<file path="config.mk">
export PLATFORM = sky130hd
export DESIGN_NAME = fdc_top
export DESIGN_NICKNAME = d
export VERILOG_FILES = /design/src/logic/fdc_pkg.sv /design/src/logic/fdc_top.sv
export SDC_FILE = /design/constraint.sdc
export NUM_CORES = 1
export LEC_CHECK = 0
export ABC_AREA = 1
export BUFFER_PORTS_ARGS = -buffer_cell sky130_fd_sc_hd__buf_2
export CAP_MARGIN = 20
export CORE_MARGIN = 2
export CORE_UTILIZATION = 40
export DETAILED_ROUTE_END_ITERATION = 12
export HOLD_SLACK_MARGIN = 0.1
export SKIP_CTS_REPAIR_TIMING = 1
export SYNTH_ARGS = -nofsm -noshare
export SYNTH_HDL_FRONTEND = slang
export SYNTH_SLANG_ARGS = --single-unit
</file>
<file path="constraint.sdc">
create_clock -name mclk -period 2 [get_ports mclk]
set_input_delay 0.4 -clock mclk [delete_from_list [all_inputs] [get_ports mclk]]
set_output_delay 0.4 -clock mclk [all_outputs]
set_load 0.05 [all_outputs]
</file>
<file path="src/logic/fdc_pkg.sv">
// Behaviour
// - four BCD decades count together, up or down, on each rising count edge.
// - reset pin high clears decades, parks scan on top digit, blanks strobes.
// - direction low counts up, direction high counts down.
// - carry outputs of decades two to four rest low, echo causing count pulse.
// - transfer high loads storage register from decades continuously.
// - shift clock idles high; storage shifts on rising end of each low pulse.
// - idle serial output shows lowest bit of bottom stored digit.
// - four digit strobes activate one at a time in sequence.
// - strobe active level follows polarity input: high gives high, low gives low.
// - BCD outputs, weighted 8-4-2-1, carry the selected stored digit.
// - external digit clock replaces internal oscillator when control bit 0 is set; reset clears it, keeping oscillator.
// - carry fires on decade overflow counting up or underflow counting down.
// - scan runs from thousands digit down to units digit, then repeats.
// - segment and BCD outputs settle before the digit strobe activates.
// - segment drives follow a fixed digit-to-segment table for zero to nine.
package fdc_pkg;
  // ----------------------------------------------------------------
  // timing
  // ----------------------------------------------------------------
  localparam int CLK_HZ        = 20_000_000;
  localparam int CLK_NS        = 50;
  localparam int OSC_HZ        = 2000;
  localparam int OSC_CYCLES    = CLK_HZ / OSC_HZ;
  localparam int SETTLE_NS     = 1000;
  localparam int SETTLE_CYCLES = (SETTLE_NS + CLK_NS - 1) / CLK_NS;
  // ----------------------------------------------------------------
  // registers
  // ----------------------------------------------------------------
  localparam logic [7:0]  ADDR_CTRL   = 8'h00;
  localparam logic [7:0]  ADDR_COUNT  = 8'h04;
  localparam logic [7:0]  ADDR_STORE  = 8'h08;
  localparam logic [7:0]  ADDR_STATUS = 8'h0c;
  localparam int          CTRL_EXT    = 0;
  localparam logic        CTRL_RST    = 1'b0;
  localparam logic [1:0]  RESP_OKAY   = 2'b00;
  localparam logic [1:0]  RESP_SLVERR = 2'b10;
  localparam logic [1:0]  TOP_DIGIT   = 2'h3;
  localparam logic [3:0]  DEC_MAX     = 4'h9;
  typedef enum logic [1:0] {SCAN_SETTLE = 2'b01, SCAN_SHOW = 2'b10} scan_e;
  // bit 0 = segment a ... bit 6 = segment g, 1 = transistor on
  function automatic logic [6:0] seg7(input logic [3:0] d);
    case (d)
      4'h0:    seg7 = 7'h3f;
      4'h1:    seg7 = 7'h06;
      4'h2:    seg7 = 7'h5b;
      4'h3:    seg7 = 7'h4f;
      4'h4:    seg7 = 7'h66;
      4'h5:    seg7 = 7'h6d;
      4'h6:    seg7 = 7'h7d;
      4'h7:    seg7 = 7'h07;
      4'h8:    seg7 = 7'h7f;
      4'h9:    seg7 = 7'h6f;
      default: seg7 = 7'h00;
    endcase
  endfunction
endpackage

</file>
<file path="src/logic/fdc_top.sv">
`timescale 1ns/1ns
module fdc_top import fdc_pkg::*; #(
  parameter int OSC_DIV = OSC_CYCLES
) (
  // clock and reset
  input  wire logic        mclk,
  input  wire logic        rstn,
  // counter pins
  input  wire logic        count_in,
  input  wire logic        dir_down,
  input  wire logic        reset_in,
  output logic      [2:0]  carry_out,
  // storage pins
  input  wire logic        transfer,
  input  wire logic        shift_clk_n,
  output logic             serial_out,
  // display pins
  input  wire logic        polarity,
  input  wire logic        digit_clk,
  output logic      [3:0]  digit_strobe,
  output logic      [3:0]  bcd_out,
  output logic      [6:0]  seg_out,
  // axi4-lite slave
  input  wire logic [7:0]  s_axi_awaddr,
  input  wire logic        s_axi_awvalid,
  output logic             s_axi_awready,
  input  wire logic [31:0] s_axi_wdata,
  input  wire logic [3:0]  s_axi_wstrb,
  input  wire logic        s_axi_wvalid,
  output logic             s_axi_wready,
  output logic      [1:0]  s_axi_bresp,
  output logic             s_axi_bvalid,
  input  wire logic        s_axi_bready,
  input  wire logic [7:0]  s_axi_araddr,
  input  wire logic        s_axi_arvalid,
  output logic             s_axi_arready,
  output logic      [31:0] s_axi_rdata,
  output logic      [1:0]  s_axi_rresp,
  output logic             s_axi_rvalid,
  input  wire logic        s_axi_rready
);
  // ----------------------------------------------------------------
  // pin synchronisers
  // ----------------------------------------------------------------
  logic [6:0] s1;
  logic [6:0] s2;
  logic [2:0] s3;
  always_ff @(posedge mclk or negedge rstn) begin
    if (!rstn) begin
      // idle levels: shift clock high, polarity high, so no false edge follows reset
      s1 <= 7'h21;
      s2 <= 7'h21;
      s3 <= 3'h2;
    end else begin
      s1 <= {count_in, shift_clk_n, digit_clk, dir_down, transfer, reset_in, polarity};
      s2 <= s1;
      s3 <= s2[6:4];
    end
  end
  logic cnt_lvl, cnt_rise, shift_rise, dclk_rise, dir_s, xfer_s, rst_s, pol_s;
  assign cnt_lvl    = s2[6];
  assign cnt_rise   = s2[6] & ~s3[2];
  assign shift_rise = s2[5] & ~s3[1];
  assign dclk_rise  = s2[4] & ~s3[0];
  assign dir_s      = s2[3];
  assign xfer_s     = s2[2];
  assign rst_s      = s2[1];
  assign pol_s      = s2[0];

  // ----------------------------------------------------------------
  // decades, carries, storage
  // ----------------------------------------------------------------
  logic [15:0] count, next_count;
  logic [15:0] store, next_store;
  logic [2:0]  next_carry;
  logic        ext_sel;
  logic        en;
  logic        at_end;
  logic [3:0]  d;
  logic [3:0]  fire;
  always_comb begin
    next_count = count;
    next_store = store;
    next_carry = carry_out;
    en         = 1'b1;
    fire       = 4'h0;
    at_end     = 1'b0;
    d          = 4'h0;
    if (cnt_rise) begin
      for (int i = 0; i < 4; i++) begin
        d      = count[4*i +: 4];
        at_end = dir_s ? (d == 4'h0) : (d == DEC_MAX);
        if (en) begin
          if (dir_s)
            next_count[4*i +: 4] = at_end ? DEC_MAX : d - 4'h1;
          else
            next_count[4*i +: 4] = at_end ? 4'h0 : d + 4'h1;
        end
        fire[i] = en & at_end;
        en      = en & at_end;
      end
      next_carry = fire[3:1];
    end else if (!cnt_lvl) begin
      next_carry = 3'h0;
    end
    if (xfer_s)
      next_store = count;
    else if (shift_rise)
      next_store = {store[0], store[15:1]};
    if (rst_s) begin
      next_count = 16'h0000;
      next_carry = 3'h0;
    end
  end
  always_ff @(posedge mclk or negedge rstn) begin
    if (!rstn) begin
      count     <= 16'h0000;
      store     <= 16'h0000;
      carry_out <= 3'h0;
    end else begin
      count     <= next_count;
      store     <= next_store;
      carry_out <= next_carry;
    end
  end
  // lsb of the bottom digit leaves first; recirculation keeps it readable
  assign serial_out = store[0];

  // ----------------------------------------------------------------
  // digit scan and display
  // ----------------------------------------------------------------
  logic [$clog2(OSC_DIV)-1:0]       osc, next_osc;
  logic [$clog2(SETTLE_CYCLES):0]   settle, next_settle;
  logic [1:0]  sel, next_sel;
  scan_e       scan, next_scan;
  logic        step;
  logic [3:0]  next_strobe, next_bcd, onehot;
  logic [6:0]  next_seg;
  always_comb begin
    next_osc    = (osc == OSC_DIV[$bits(osc)-1:0] - 1'b1) ? '0 : osc + 1'b1;
    step        = ext_sel ? dclk_rise : (osc == '0);
    next_sel    = sel;
    next_scan   = scan;
    next_settle = settle;
    case (scan)
      SCAN_SETTLE: begin
        next_settle = settle + 1'b1;
        if (settle == SETTLE_CYCLES[$bits(settle)-1:0] - 1'b1)
          next_scan = SCAN_SHOW;
      end
      SCAN_SHOW: begin
        if (step) begin
          next_sel    = sel - 2'h1;
          next_scan   = SCAN_SETTLE;
          next_settle = '0;
        end
      end
      default: next_scan = SCAN_SETTLE;
    endcase
    if (rst_s) begin
      next_sel    = TOP_DIGIT;
      next_scan   = SCAN_SETTLE;
      next_settle = '0;
    end
    onehot      = 4'h1 << next_sel;
    next_strobe = (next_scan == SCAN_SHOW) ? (pol_s ? onehot : ~onehot)
                                           : {4{~pol_s}};
    next_bcd    = store[4*sel +: 4];
    next_seg    = seg7(next_bcd);
  end
  always_ff @(posedge mclk or negedge rstn) begin
    if (!rstn) begin
      osc          <= '0;
      settle       <= '0;
      sel          <= TOP_DIGIT;
      scan         <= SCAN_SETTLE;
      digit_strobe <= 4'h0;
      bcd_out      <= 4'h0;
      // segments of digit zero, so they agree with the cleared bcd_out
      seg_out      <= 7'h3f;
    end else begin
      osc          <= next_osc;
      settle       <= next_settle;
      sel          <= next_sel;
      scan         <= next_scan;
      digit_strobe <= next_strobe;
      bcd_out      <= next_bcd;
      seg_out      <= next_seg;
    end
  end

  // ----------------------------------------------------------------
  // register slave
  // ----------------------------------------------------------------
  logic        aw_held, next_aw_held, w_held, next_w_held;
  logic [7:0]  aw_addr, next_aw_addr;
  logic [31:0] w_data, next_w_data;
  logic        w_lane0, next_w_lane0;
  logic        next_ext_sel, next_bvalid, next_rvalid;
  logic [1:0]  next_bresp, next_rresp;
  logic [31:0] next_rdata;
  logic        aw_go, w_go;
  assign s_axi_awready = ~aw_held & ~s_axi_bvalid;
  assign s_axi_wready  = ~w_held & ~s_axi_bvalid;
  assign s_axi_arready = ~s_axi_rvalid;
  always_comb begin
    aw_go        = s_axi_awvalid & s_axi_awready;
    w_go         = s_axi_wvalid & s_axi_wready;
    next_aw_held = aw_held | aw_go;
    next_w_held  = w_held | w_go;
    next_aw_addr = aw_go ? s_axi_awaddr : aw_addr;
    next_w_data  = w_go ? s_axi_wdata : w_data;
    next_w_lane0 = w_go ? s_axi_wstrb[0] : w_lane0;
    next_ext_sel = ext_sel;
    next_bvalid  = s_axi_bvalid & ~s_axi_bready;
    next_bresp   = s_axi_bresp;
    if (next_aw_held && next_w_held && !s_axi_bvalid) begin
      next_aw_held = 1'b0;
      next_w_held  = 1'b0;
      next_bvalid  = 1'b1;
      next_bresp   = RESP_SLVERR;
      if (next_aw_addr == ADDR_CTRL) begin
        next_bresp = RESP_OKAY;
        if (next_w_lane0)
          next_ext_sel = next_w_data[CTRL_EXT];
      end
    end
    next_rvalid = s_axi_rvalid & ~s_axi_rready;
    next_rdata  = s_axi_rdata;
    next_rresp  = s_axi_rresp;
    if (s_axi_arvalid && s_axi_arready) begin
      next_rvalid = 1'b1;
      next_rresp  = RESP_OKAY;
      if (s_axi_araddr == ADDR_CTRL)
        next_rdata = {31'h0, ext_sel};
      else if (s_axi_araddr == ADDR_COUNT)
        next_rdata = {16'h0, count};
      else if (s_axi_araddr == ADDR_STORE)
        next_rdata = {16'h0, store};
      else if (s_axi_araddr == ADDR_STATUS)
        next_rdata = {27'h0, scan == SCAN_SHOW, dir_s, rst_s, sel};
      else begin
        next_rdata = 32'h0;
        next_rresp = RESP_SLVERR;
      end
    end
  end
  always_ff @(posedge mclk or negedge rstn) begin
    if (!rstn) begin
      aw_held      <= 1'b0;
      w_held       <= 1'b0;
      aw_addr      <= 8'h00;
      w_data       <= 32'h0;
      w_lane0      <= 1'b0;
      ext_sel      <= CTRL_RST;
      s_axi_bvalid <= 1'b0;
      s_axi_bresp  <= RESP_OKAY;
      s_axi_rvalid <= 1'b0;
      s_axi_rdata  <= 32'h0;
      s_axi_rresp  <= RESP_OKAY;
    end else begin
      aw_held      <= next_aw_held;
      w_held       <= next_w_held;
      aw_addr      <= next_aw_addr;
      w_data       <= next_w_data;
      w_lane0      <= next_w_lane0;
      ext_sel      <= next_ext_sel;
      s_axi_bvalid <= next_bvalid;
      s_axi_bresp  <= next_bresp;
      s_axi_rvalid <= next_rvalid;
      s_axi_rdata  <= next_rdata;
      s_axi_rresp  <= next_rresp;
    end
  end
endmodule // fdc_top

</file>
==> flow_metrics.env, run 1 <==
export IMPL_ir_drop_mv=0.892
export IMPL_postLayoutCoreUtil=0.502
export IMPL_wire_per_inst_um=13.1
export IMPL_die_y_um=131
export IMPL_crit_path_frequent_cell="inv_1"
export IMPL_synth_cell_types=54
export IMPL_crit_chain="inv_1 > ha_1 > or2_2 > a21oi_2 > nand3_2 > nor2_4 > nand3_1 > nand2_1 > inv_1"
export IMPL_hold_violations=0
export IMPL_multiInputGateArea_sq_mm=0.00280
export IMPL_drv_slew=0
export IMPL_grt_use_total=0.175
export IMPL_htreeDepth=4
export IMPL_port_buffers=73
export IMPL_r2r_start="scan[0]"
export IMPL_drt_pass1_iter_count=6
export IMPL_die_area_sq_mm=0.0171
export IMPL_dpl_cell_area_sq_mm=0.00714
export IMPL_cts_sinks=124
export IMPL_synth_ff_type="dfrtp_1"
export IMPL_timing_final_crit_share=0.941
export IMPL_syn_area_sq_mm=0.00642
export IMPL_seq_area_sq_mm=0.00312
export IMPL_switching_share=0.319
export IMPL_syn_inst=726
export IMPL_r2r_cells=9
export IMPL_crit_arrival_ns=2.20
export IMPL_layout_commonest_cell="nand2_1"
export IMPL_diodes=0
export IMPL_crit_slowest_cell="dfstp_2"
export IMPL_core_sq_mm=0.0158
export IMPL_cts_buffers=17
export IMPL_rows=46
export IMPL_max_freq_ghz=0.532
export IMPL_grt_pass1_wl_um=23300
export IMPL_grt_max_degree=52
export IMPL_clockRootBuffer="clkbuf_16"
export IMPL_required_ns=2.32
export IMPL_timing_rr_end="digit_strobe[1]"
export IMPL_hold_path_end="s_axi_bvalid"
export IMPL_cts_tree="built"
export IMPL_finClkSkew_ns=0.00817
export IMPL_drive_gt1_frac=0.231
export IMPL_fin_ws_ns=0.119
export IMPL_rsz0062_at_grt="yes"
export IMPL_hpwlAfterDp_um=10100
export IMPL_crit_buf_inv=2
export IMPL_min_delay_path_class="in2reg"
export IMPL_hp_start="s_axi_bready"
export IMPL_cap_violations=0
export IMPL_end_kind="flip-flop"
export IMPL_synthArstFlopShare=1.00
export IMPL_leakage_nw=3.94
export IMPL_whs_ns=0.145
export IMPL_cp_top_family="simple AND/OR/NAND/NOR gates"
export IMPL_ant_nets=0
export IMPL_start_util=0.407
export IMPL_cp_start_kind="flip-flop"
export IMPL_setup_violations=0
export IMPL_nNetsFinal=925
export IMPL_drt_total_wl_um=13900
export IMPL_final_area_sq_mm=0.00792
export IMPL_io_pins=126
export IMPL_post_drt_via_cell_ratio=4.85
export IMPL_antenna_found_initial=0
export IMPL_clkLatencyLatePin_ns=0.42
export IMPL_grt_pass1_vias=4867
export IMPL_yosysSeqAreaShare=0.486
export IMPL_fin_setup_tns_ns=0
export IMPL_globalRoute_totalOverflow=0
export IMPL_route_vias_total=5158
export IMPL_dr_first_iter_drc_count=339
export IMPL_gp_congestion=0.825
export IMPL_min_period_ns=1.88
export IMPL_ys_ff_latch=124
export IMPL_layout_common_cells="nand2_1 (147), dfrtp_1 (109), inv_1 (89)"
export IMPL_place_ws_ns=0.0515
export IMPL_die_w_um=131
export IMPL_clkPwrFrac=0.415
export IMPL_status="finished, final reports clean"
export IMPL_slowest_delay_ns=0.55
export IMPL_critPathMaxFanout=4
export IMPL_drc=0
export IMPL_yosysWarningCount=0
export IMPL_cts_clk_slew_worst_paths_ns=0.06
export IMPL_syn_avg_cell_area_sq_um=8.84
export IMPL_p_comb_frac=0.223
export IMPL_reg2reg_setup_slack_ns=0.12
export IMPL_p_per_area_mw_per_mm2=1070
export IMPL_holdPathStages=2
export IMPL_power_switching_w=0.00271
export IMPL_p_int_w=0.00578
export IMPL_critPathKind="reg2reg"
export IMPL_synth_edf_count=0
export IMPL_clk_path_buf_depth=2
export IMPL_seqPwrFrac=0.362
export IMPL_n_fill_cell=1485
export IMPL_area_growth_pct=23.4
[layer usage]
layer	routed length, um	GRT usage	vias to the layer above
met3	707	0.0513	20
met4	263	0.0657	0
met2	6240	0.274	139
met1	6720	0.232	2416
li1	-	-	2583
met5	0	0	-
[power groups by stage]
stage | Combinational [W] | Sequential [W] | Clock, W
6_report | 0.00189 | 0.00307 | 0.00353
4_1_cts | 0.00190 | 0.00307 | 0.00360
2_1_floorplan | 0.00112 | 0.00340 | 0
5_1_grt | 0.00212 | 0.00312 | 0.00370
3_5_place_dp | 0.00190 | 0.00311 | 0
3_3_place_gp | 0.00188 | 0.00311 | 0
[cell usage after synthesis, types with 7 or more instances]
cell type / n / area, sq um
nand2_2: 7 / 43.8
clkbuf_1: 13 / 48.8
dfrtp_1: 110 / 2750
nand3_1: 40 / 200
nor2_1: 45 / 169
nand4_1: 11 / 68.8
xor2_1: 15 / 131
o22ai_1: 12 / 75.1
inv_1: 90 / 338
o21ai_0: 54 / 270
dfstp_2: 14 / 368
a21oi_1: 21 / 105
nand2_1: 147 / 552
ha_1: 24 / 300
buf_4: 20 / 150
o211ai_1: 19 / 143
[kinds of logic (layout without fill, tap and decap cells)]
kind of cell / count (synthesis) / count (layout) / synth area share
AND/OR/NAND/NOR: 288 / 288 / 0.216
AO/OA/AOI/OAI: 136 / 136 / 0.130
buffers and inverters: 133 / 238 / 0.0918
flip-flops: 124 / 124 / 0.486
adder cells (fa/ha/maj): 24 / 24 / 0.0468
XOR/XNOR: 18 / 18 / 0.0246
multiplexers: 2 / 2 / 0.00331
other: 1 / 18 / 0.000584
[worst max path at each step]
stage	from	to	slack, ns	cells after the start
after floorplan	s_axi_rvalid	s_axi_rvalid	0.10	5
after global placement	scan[0]	digit_strobe[1]	0.06	9
after detailed placement	scan[0]	digit_strobe[1]	0.05	9
after CTS	scan[0]	digit_strobe[1]	0.04	9
after global routing	sel[0]	seg_out[6]	-0.02	8
final	scan[0]	digit_strobe[1]	0.12	9
[area by class of cell]
type	count	area share
flip-flops and latches	124	0.394
multi-input cells	486	0.353
repair buffers	109	0.0862
clock buffers	18	0.0554
inverters	97	0.0463
well taps	216	0.0341
clock inverters	14	0.0305
[registers in the layout (all words and copies together), names as in the netlist, 3 cells and up]
name and count:
s1 7, carry_out 3, digit_strobe 4, osc 14, aw_addr 8, store 16
s2 7, s3 3, s_axi_rdata 16, count 16, seg_out 7, settle 6
bcd_out 4
[stage by stage]
stage / cells / power (W)
5_1_grt: 1064 / 0.00893
4_1_cts: 1056 / 0.00857
3_5_place_dp: 1024 / 0.00501
3_3_place_gp: 1024 / 0.00499
2_1_floorplan: 743 / 0.00453
6_report: 1064 / 0.00850
[worst reg2reg max path: cells and delay by family (launching register included)]
| family | cells | cell delay [ns] |
|---|---|---|
| adders and majority gates | 1 | 0.28 |
| AOI/OAI and AO/OA | 1 | 0.14 |
| DFF | 1 | 0.55 |
| and+or+nand+nor | 5 | 0.73 |
| buffers and inverters | 2 | 0.08 |
Note: power is estimated with default switching activity, not from simulation.
==> run 2, diff against run 1 <==
CELL_PAD_IN_SITES_DETAIL_PLACEMENT = 0   (was not set)
CELL_PAD_IN_SITES_GLOBAL_PLACEMENT = 1   (was not set)
PLACE_DENSITY_LB_ADDON = 0.1   (was not set)
==> run 2 against run 1 <==
Sequential cell count is the same. Core utilization shrank 0.25 points. Clock-buffer cell count up 2. Register-to-register slack is essentially flat. Combinational power about the same. Sequential power is essentially flat. Total power down 6.7%. Clock skew hardly changed. Largest power group is now sequential cells.
==> flow_metrics.env, run 2 (synthesis gave the netlist of run 1 again) <==
export IMPL_route_vias_total=5147
export IMPL_p_per_area_mw_per_mm2=1010
export IMPL_cts_buffers=17
export IMPL_hpwlAfterDp_um=10600
export IMPL_leakage_nw=3.90
export IMPL_holdPathStages=2
export IMPL_die_w_um=131
export IMPL_drt_pass1_iter_count=4
export IMPL_stdcell_count=1069
export IMPL_min_delay_path_class="in2reg"
export IMPL_totalPowerFinal_w=0.00793
export IMPL_min_period_ns=1.87
export IMPL_area_growth_pct=22.8
export IMPL_multiInputGateArea_sq_mm=0.00283
export IMPL_cts_sinks=124
export IMPL_clk_path_buf_depth=2
export IMPL_timing_final_crit_share=0.933
export IMPL_hold_violations=0
export IMPL_critPathMaxFanout=8
export IMPL_drv_slew=0
export IMPL_drt_total_wl_um=14600
export IMPL_rsz0062_at_grt="no"
export IMPL_grt_max_degree=45
export IMPL_rows=46
export IMPL_antenna_found_initial=0
export IMPL_htreeDepth=4
export IMPL_worst_pin_slew_ns=0.506
export IMPL_r2r_cells=8
export IMPL_clockRootBuffer="clkbuf_16"
export IMPL_grt_pass1_vias=4799
export IMPL_end_kind="flip-flop"
export IMPL_grt_pass1_wl_um=23400
export IMPL_diodes=0
export IMPL_cts_tree="built"
export IMPL_port_buffers=73
export IMPL_post_drt_via_cell_ratio=4.81
export IMPL_layout_commonest_cell="nand2_1"
export IMPL_whs_ns=0.152
export IMPL_core_sq_mm=0.0158
export IMPL_setup_violations=0
export IMPL_fin_setup_tns_ns=0
export IMPL_dr_first_iter_drc_count=339
export IMPL_cap_violations=0
export IMPL_grt_use_total=0.178
export IMPL_drc=0
export IMPL_drive_gt1_frac=0.240
export IMPL_n_fill_cell=1529
export IMPL_status="finished, final reports clean"
export IMPL_cts_clk_slew_worst_paths_ns=0.06
export IMPL_layout_common_cells="nand2_1 (146), dfrtp_1 (108), inv_1 (88)"
export IMPL_crit_arrival_ns=2.23
export IMPL_clkLatencyLatePin_ns=0.42
export IMPL_dpl_cell_area_sq_mm=0.00713
export IMPL_seq_area_sq_mm=0.00312
export IMPL_ant_nets=0
export IMPL_critPathKind="reg2reg"
export IMPL_cp_start_kind="flip-flop"
export IMPL_wire_per_inst_um=13.6
export IMPL_maxSlewHeadroom=0.662
export IMPL_place_inst=1023
export IMPL_gp_congestion=0.821
export IMPL_max_freq_ghz=0.536
export IMPL_start_util=0.407
export IMPL_die_y_um=131
export IMPL_final_area_sq_mm=0.00788
export IMPL_ir_drop_mv=0.674
export IMPL_required_ns=2.36
export IMPL_die_area_sq_mm=0.0171
export IMPL_globalRoute_totalOverflow=0
export IMPL_io_pins=126
export IMPL_reg_largest_list="count: 16 flops, s_axi_rdata: 16 flops, store: 16 flops"
export IMPL_nNetsFinal=930
export IMPL_finClkSkew_ns=0.00830
[run 2: cell count changes in the layout (fill, tap and decap cells not counted), moves of 2 or more]
cell	delta
clkinv_4	+2
bufinv_16	-5
clkinvlp_4	+2
buf_4	+3
[run 2: per-layer routing]
| metal | track usage | wire length (um) |
|---|---|---|
| met1 | 0.229 | 6740 |
| met5 | 0 | 0 |
| met4 | 0.0701 | 207 |
| met2 | 0.293 | 7100 |
| met3 | 0.0387 | 540 |
[run 2: critical path, stage by stage, from the launching register on]
cell and delay, ns:
dfstp_2 0.64, buf_4 0.17, a21oi_1 0.06, a32o_2 0.28, ha_1 0.18, or2_1 0.23
o21ai_0 0.08, nand2_1 0.07, nand2_1 0.08
[run 2: path summary, 6_finish.rpt]
| kind | start | end | slack, ns |
|---|---|---|---|
| worst min register to register | s1[1] | s2[1] | 0.35 |
| max in group asynchronous | rstn | scan[0] | 0.95 |
| worst min-delay path | s_axi_bready | s_axi_bvalid | 0.15 |
| min in group asynchronous | rstn | carry_out[2] | 0.40 |
| worst max-delay path | sel[0] | seg_out[0] | 0.13 |
| worst max register to register | sel[0] | seg_out[0] | 0.13 |
[run 2: area by class of cell]
type	instances	area share
clock buffers	20	0.0579
repair inverters	1	0.000635
repair buffers	112	0.0895
inverters	97	0.0470
clock inverters	12	0.0148
flip-flops and latches	124	0.396
multi-input cells	487	0.360
well taps	216	0.0343
[run 2: through the flow]
stage	util	setup WS (ns)
4_1_cts	0.489	-0.00933
5_1_grt	0.500	0.00252
6_report	0.500	0.133
3_3_place_gp	0.452	0.0314
2_1_floorplan	-	0.103
3_5_place_dp	0.452	0.00469
[run 2: where the power goes]
part,internal (W),leakage (nW),switching [W],total [W]
registers,0.00286,1.55,0.000203,0.00307
clock network,0.00178,0.265,0.00117,0.00294
logic,0.000550,2.08,0.00137,0.00192
==> run 3, diff against run 2 <==
CORE_UTILIZATION = 36   (was 40)
==> run 3 against run 2 <==
Maximum frequency fell by 1.3%. Critical path depth fell by 1. Via count rose by 2.5%. Die area rose by 11%. Cell count rose by 0.94%. Non-clock buffer count rose by 1. Sequential power barely moved. Routed wire length rose by 5.2%.
==> flow_metrics.env, run 3 (synthesis gave the netlist of run 1 again) <==
export IMPL_drt_pass1_iter_count=5
export IMPL_route_vias_total=5278
export IMPL_busiest_layer="met2"
export IMPL_power_switching_w=0.00277
export IMPL_setup_violations=0
export IMPL_layout_commonest_cell="nand2_1"
export IMPL_port_buffers=73
export IMPL_die_area_sq_mm=0.0189
export IMPL_globalRoute_totalOverflow=0
export IMPL_grt_use_total=0.171
export IMPL_reg_largest_list="count: 16 flops, s_axi_rdata: 16 flops, store: 16 flops"
export IMPL_clkPwrFrac=0.388
export IMPL_drive_gt1_frac=0.240
export IMPL_cp_start_kind="flip-flop"
export IMPL_ir_drop_mv=0.792
export IMPL_die_y_um=138
export IMPL_clockRootBuffer="clkbuf_16"
export IMPL_required_ns=2.34
export IMPL_nNetsFinal=931
export IMPL_clk_path_buf_depth=2
export IMPL_ant_nets=0
export IMPL_holdPathStages=2
export IMPL_p_int_w=0.00542
export IMPL_hold_violations=0
export IMPL_hold_path_end="s_axi_bvalid"
export IMPL_cts_sinks=124
export IMPL_cts_buffers=17
export IMPL_drv_slew=0
export IMPL_cap_violations=0
export IMPL_leakage_nw=3.93
export IMPL_r2r_cells=7
export IMPL_hpwlAfterDp_um=11000
export IMPL_reg2reg_setup_slack_ns=0.11
export IMPL_drt_total_wl_um=15300
export IMPL_timing_rr_end="seg_out[3]"
export IMPL_end_kind="flip-flop"
export IMPL_grt_use_met3=0.0419
export IMPL_finClkSkew_ns=0.00874
export IMPL_drc=0
export IMPL_rows=48
export IMPL_fin_setup_tns_ns=0
export IMPL_grt_pass1_wl_um=25000
export IMPL_use_met1=0.218
export IMPL_wire_per_inst_um=14.2
export IMPL_crit_arrival_ns=2.23
export IMPL_min_period_ns=1.89
export IMPL_cts_clk_slew_worst_paths_ns=0.06
export IMPL_totalPowerFinal_w=0.00820
export IMPL_gp_congestion=0.848
export IMPL_diodes=0
export IMPL_min_delay_path_class="in2reg"
export IMPL_n_fill_cell=1705
export IMPL_area_growth_pct=24.0
export IMPL_hp_start="s_axi_bready"
export IMPL_htreeDepth=4
export IMPL_switching_share=0.338
export IMPL_r2r_start="sel[0]"
export IMPL_cts_tree="built"
export IMPL_seqPwrFrac=0.374
export IMPL_rsz0062_at_grt="no"
export IMPL_antenna_found_initial=0
export IMPL_io_pins=126
export IMPL_core_sq_mm=0.0174
export IMPL_start_util=0.370
export IMPL_status="finished, final reports clean"
export IMPL_layout_common_cells="nand2_1 (146), dfrtp_1 (108), inv_1 (88)"
export IMPL_grt_max_degree=38
export IMPL_timing_final_crit_share=0.946
export IMPL_dr_first_iter_drc_count=335
export IMPL_p_comb_frac=0.238
export IMPL_die_w_um=138
export IMPL_critPathMaxFanout=6
export IMPL_grt_util_met2=0.275
export IMPL_p_per_area_mw_per_mm2=1030
export IMPL_max_freq_ghz=0.529
export IMPL_critPathKind="reg2reg"
export IMPL_post_drt_via_cell_ratio=4.89
export IMPL_grt_pass1_vias=5129
export IMPL_clkLatencyLatePin_ns=0.42
==> run 3: cell count changes in the layout (fill, tap and decap cells not counted) <==
cell        delta
buf_4          -1
clkbuf_8       -1
clkbuf_4       +1
nor2_2         -1
nor2_1         +1
clkinvlp_2     -1
bufinv_16      +2
nor3_2         -1
dfstp_4        +1
buf_12         +1
dfstp_2        -1
nor3_4         +1
==> run 3: layer usage <==
metal / vias to the layer above / share of wire
met1: 2507 / 0.46
li1: 2606 / -
met3: 27 / 0.046
met2: 138 / 0.47
met4: 0 / 0.024
met5: - / 0
==> run 3: cell type report <==
| cell class | instances | area, sq um | share of cell area |
|---|---|---|---|
| multi-input combinational | 487 | 2840 | 0.356 |
| clock buffer | 19 | 443 | 0.0556 |
| clock inverter | 13 | 169 | 0.0212 |
| timing repair buffer | 113 | 726 | 0.0912 |
| inverter | 97 | 370 | 0.0465 |
| sequential | 124 | 3130 | 0.393 |
| tap | 225 | 282 | 0.0354 |
| timing repair inverter | 1 | 7.51 | 0.000943 |
==> run 3: how the worst max path moves through the flow <==
| stage | start | to | slack (ns) |
|---|---|---|---|
| floorplan | s_axi_rvalid | s_axi_rvalid | 0.10 |
| global placement | scan[0] | digit_strobe[1] | 0.03 |
| detailed placement | scan[0] | digit_strobe[1] | 0.02 |
| CTS | scan[0] | digit_strobe[1] | 0.005 |
| global route | osc[0] | digit_strobe[1] | 0.009 |
| finish | sel[0] | seg_out[3] | 0.11 |
==> run 3: per-stage QoR <==
stage               worst slack [ns]  utilization  hold WS, ns  area [sq um]  cells
floorplan                      0.103            -        0.104          6490    743
global placement              0.0315        0.413        0.333          7170   1035
detailed placement            0.0154        0.413        0.335          7170   1035
CTS                          0.00544        0.448       -0.105          7780   1067
global route                 0.00895        0.459        0.180          7960   1079
finish                         0.108        0.459        0.154          7960   1079
==> run 3: power by group through the flow <==
stage / logic (W) / registers, W / clock network [W]
finish: 0.00195 / 0.00307 / 0.00318
detailed placement: 0.00194 / 0.00311 / 0
global route: 0.00216 / 0.00311 / 0.00341
CTS: 0.00194 / 0.00307 / 0.00327
floorplan: 0.00112 / 0.00340 / 0
global placement: 0.00191 / 0.00310 / 0
==> run 3: critical path, cell delays in order, from the launching register on <==
cell	delay, ns
dfstp_4	0.62
buf_12	0.12
nand2_1	0.07
a32oi_2	0.34
inv_1	0.14
ha_1	0.32
nand2_1	0.05
a31oi_1	0.16
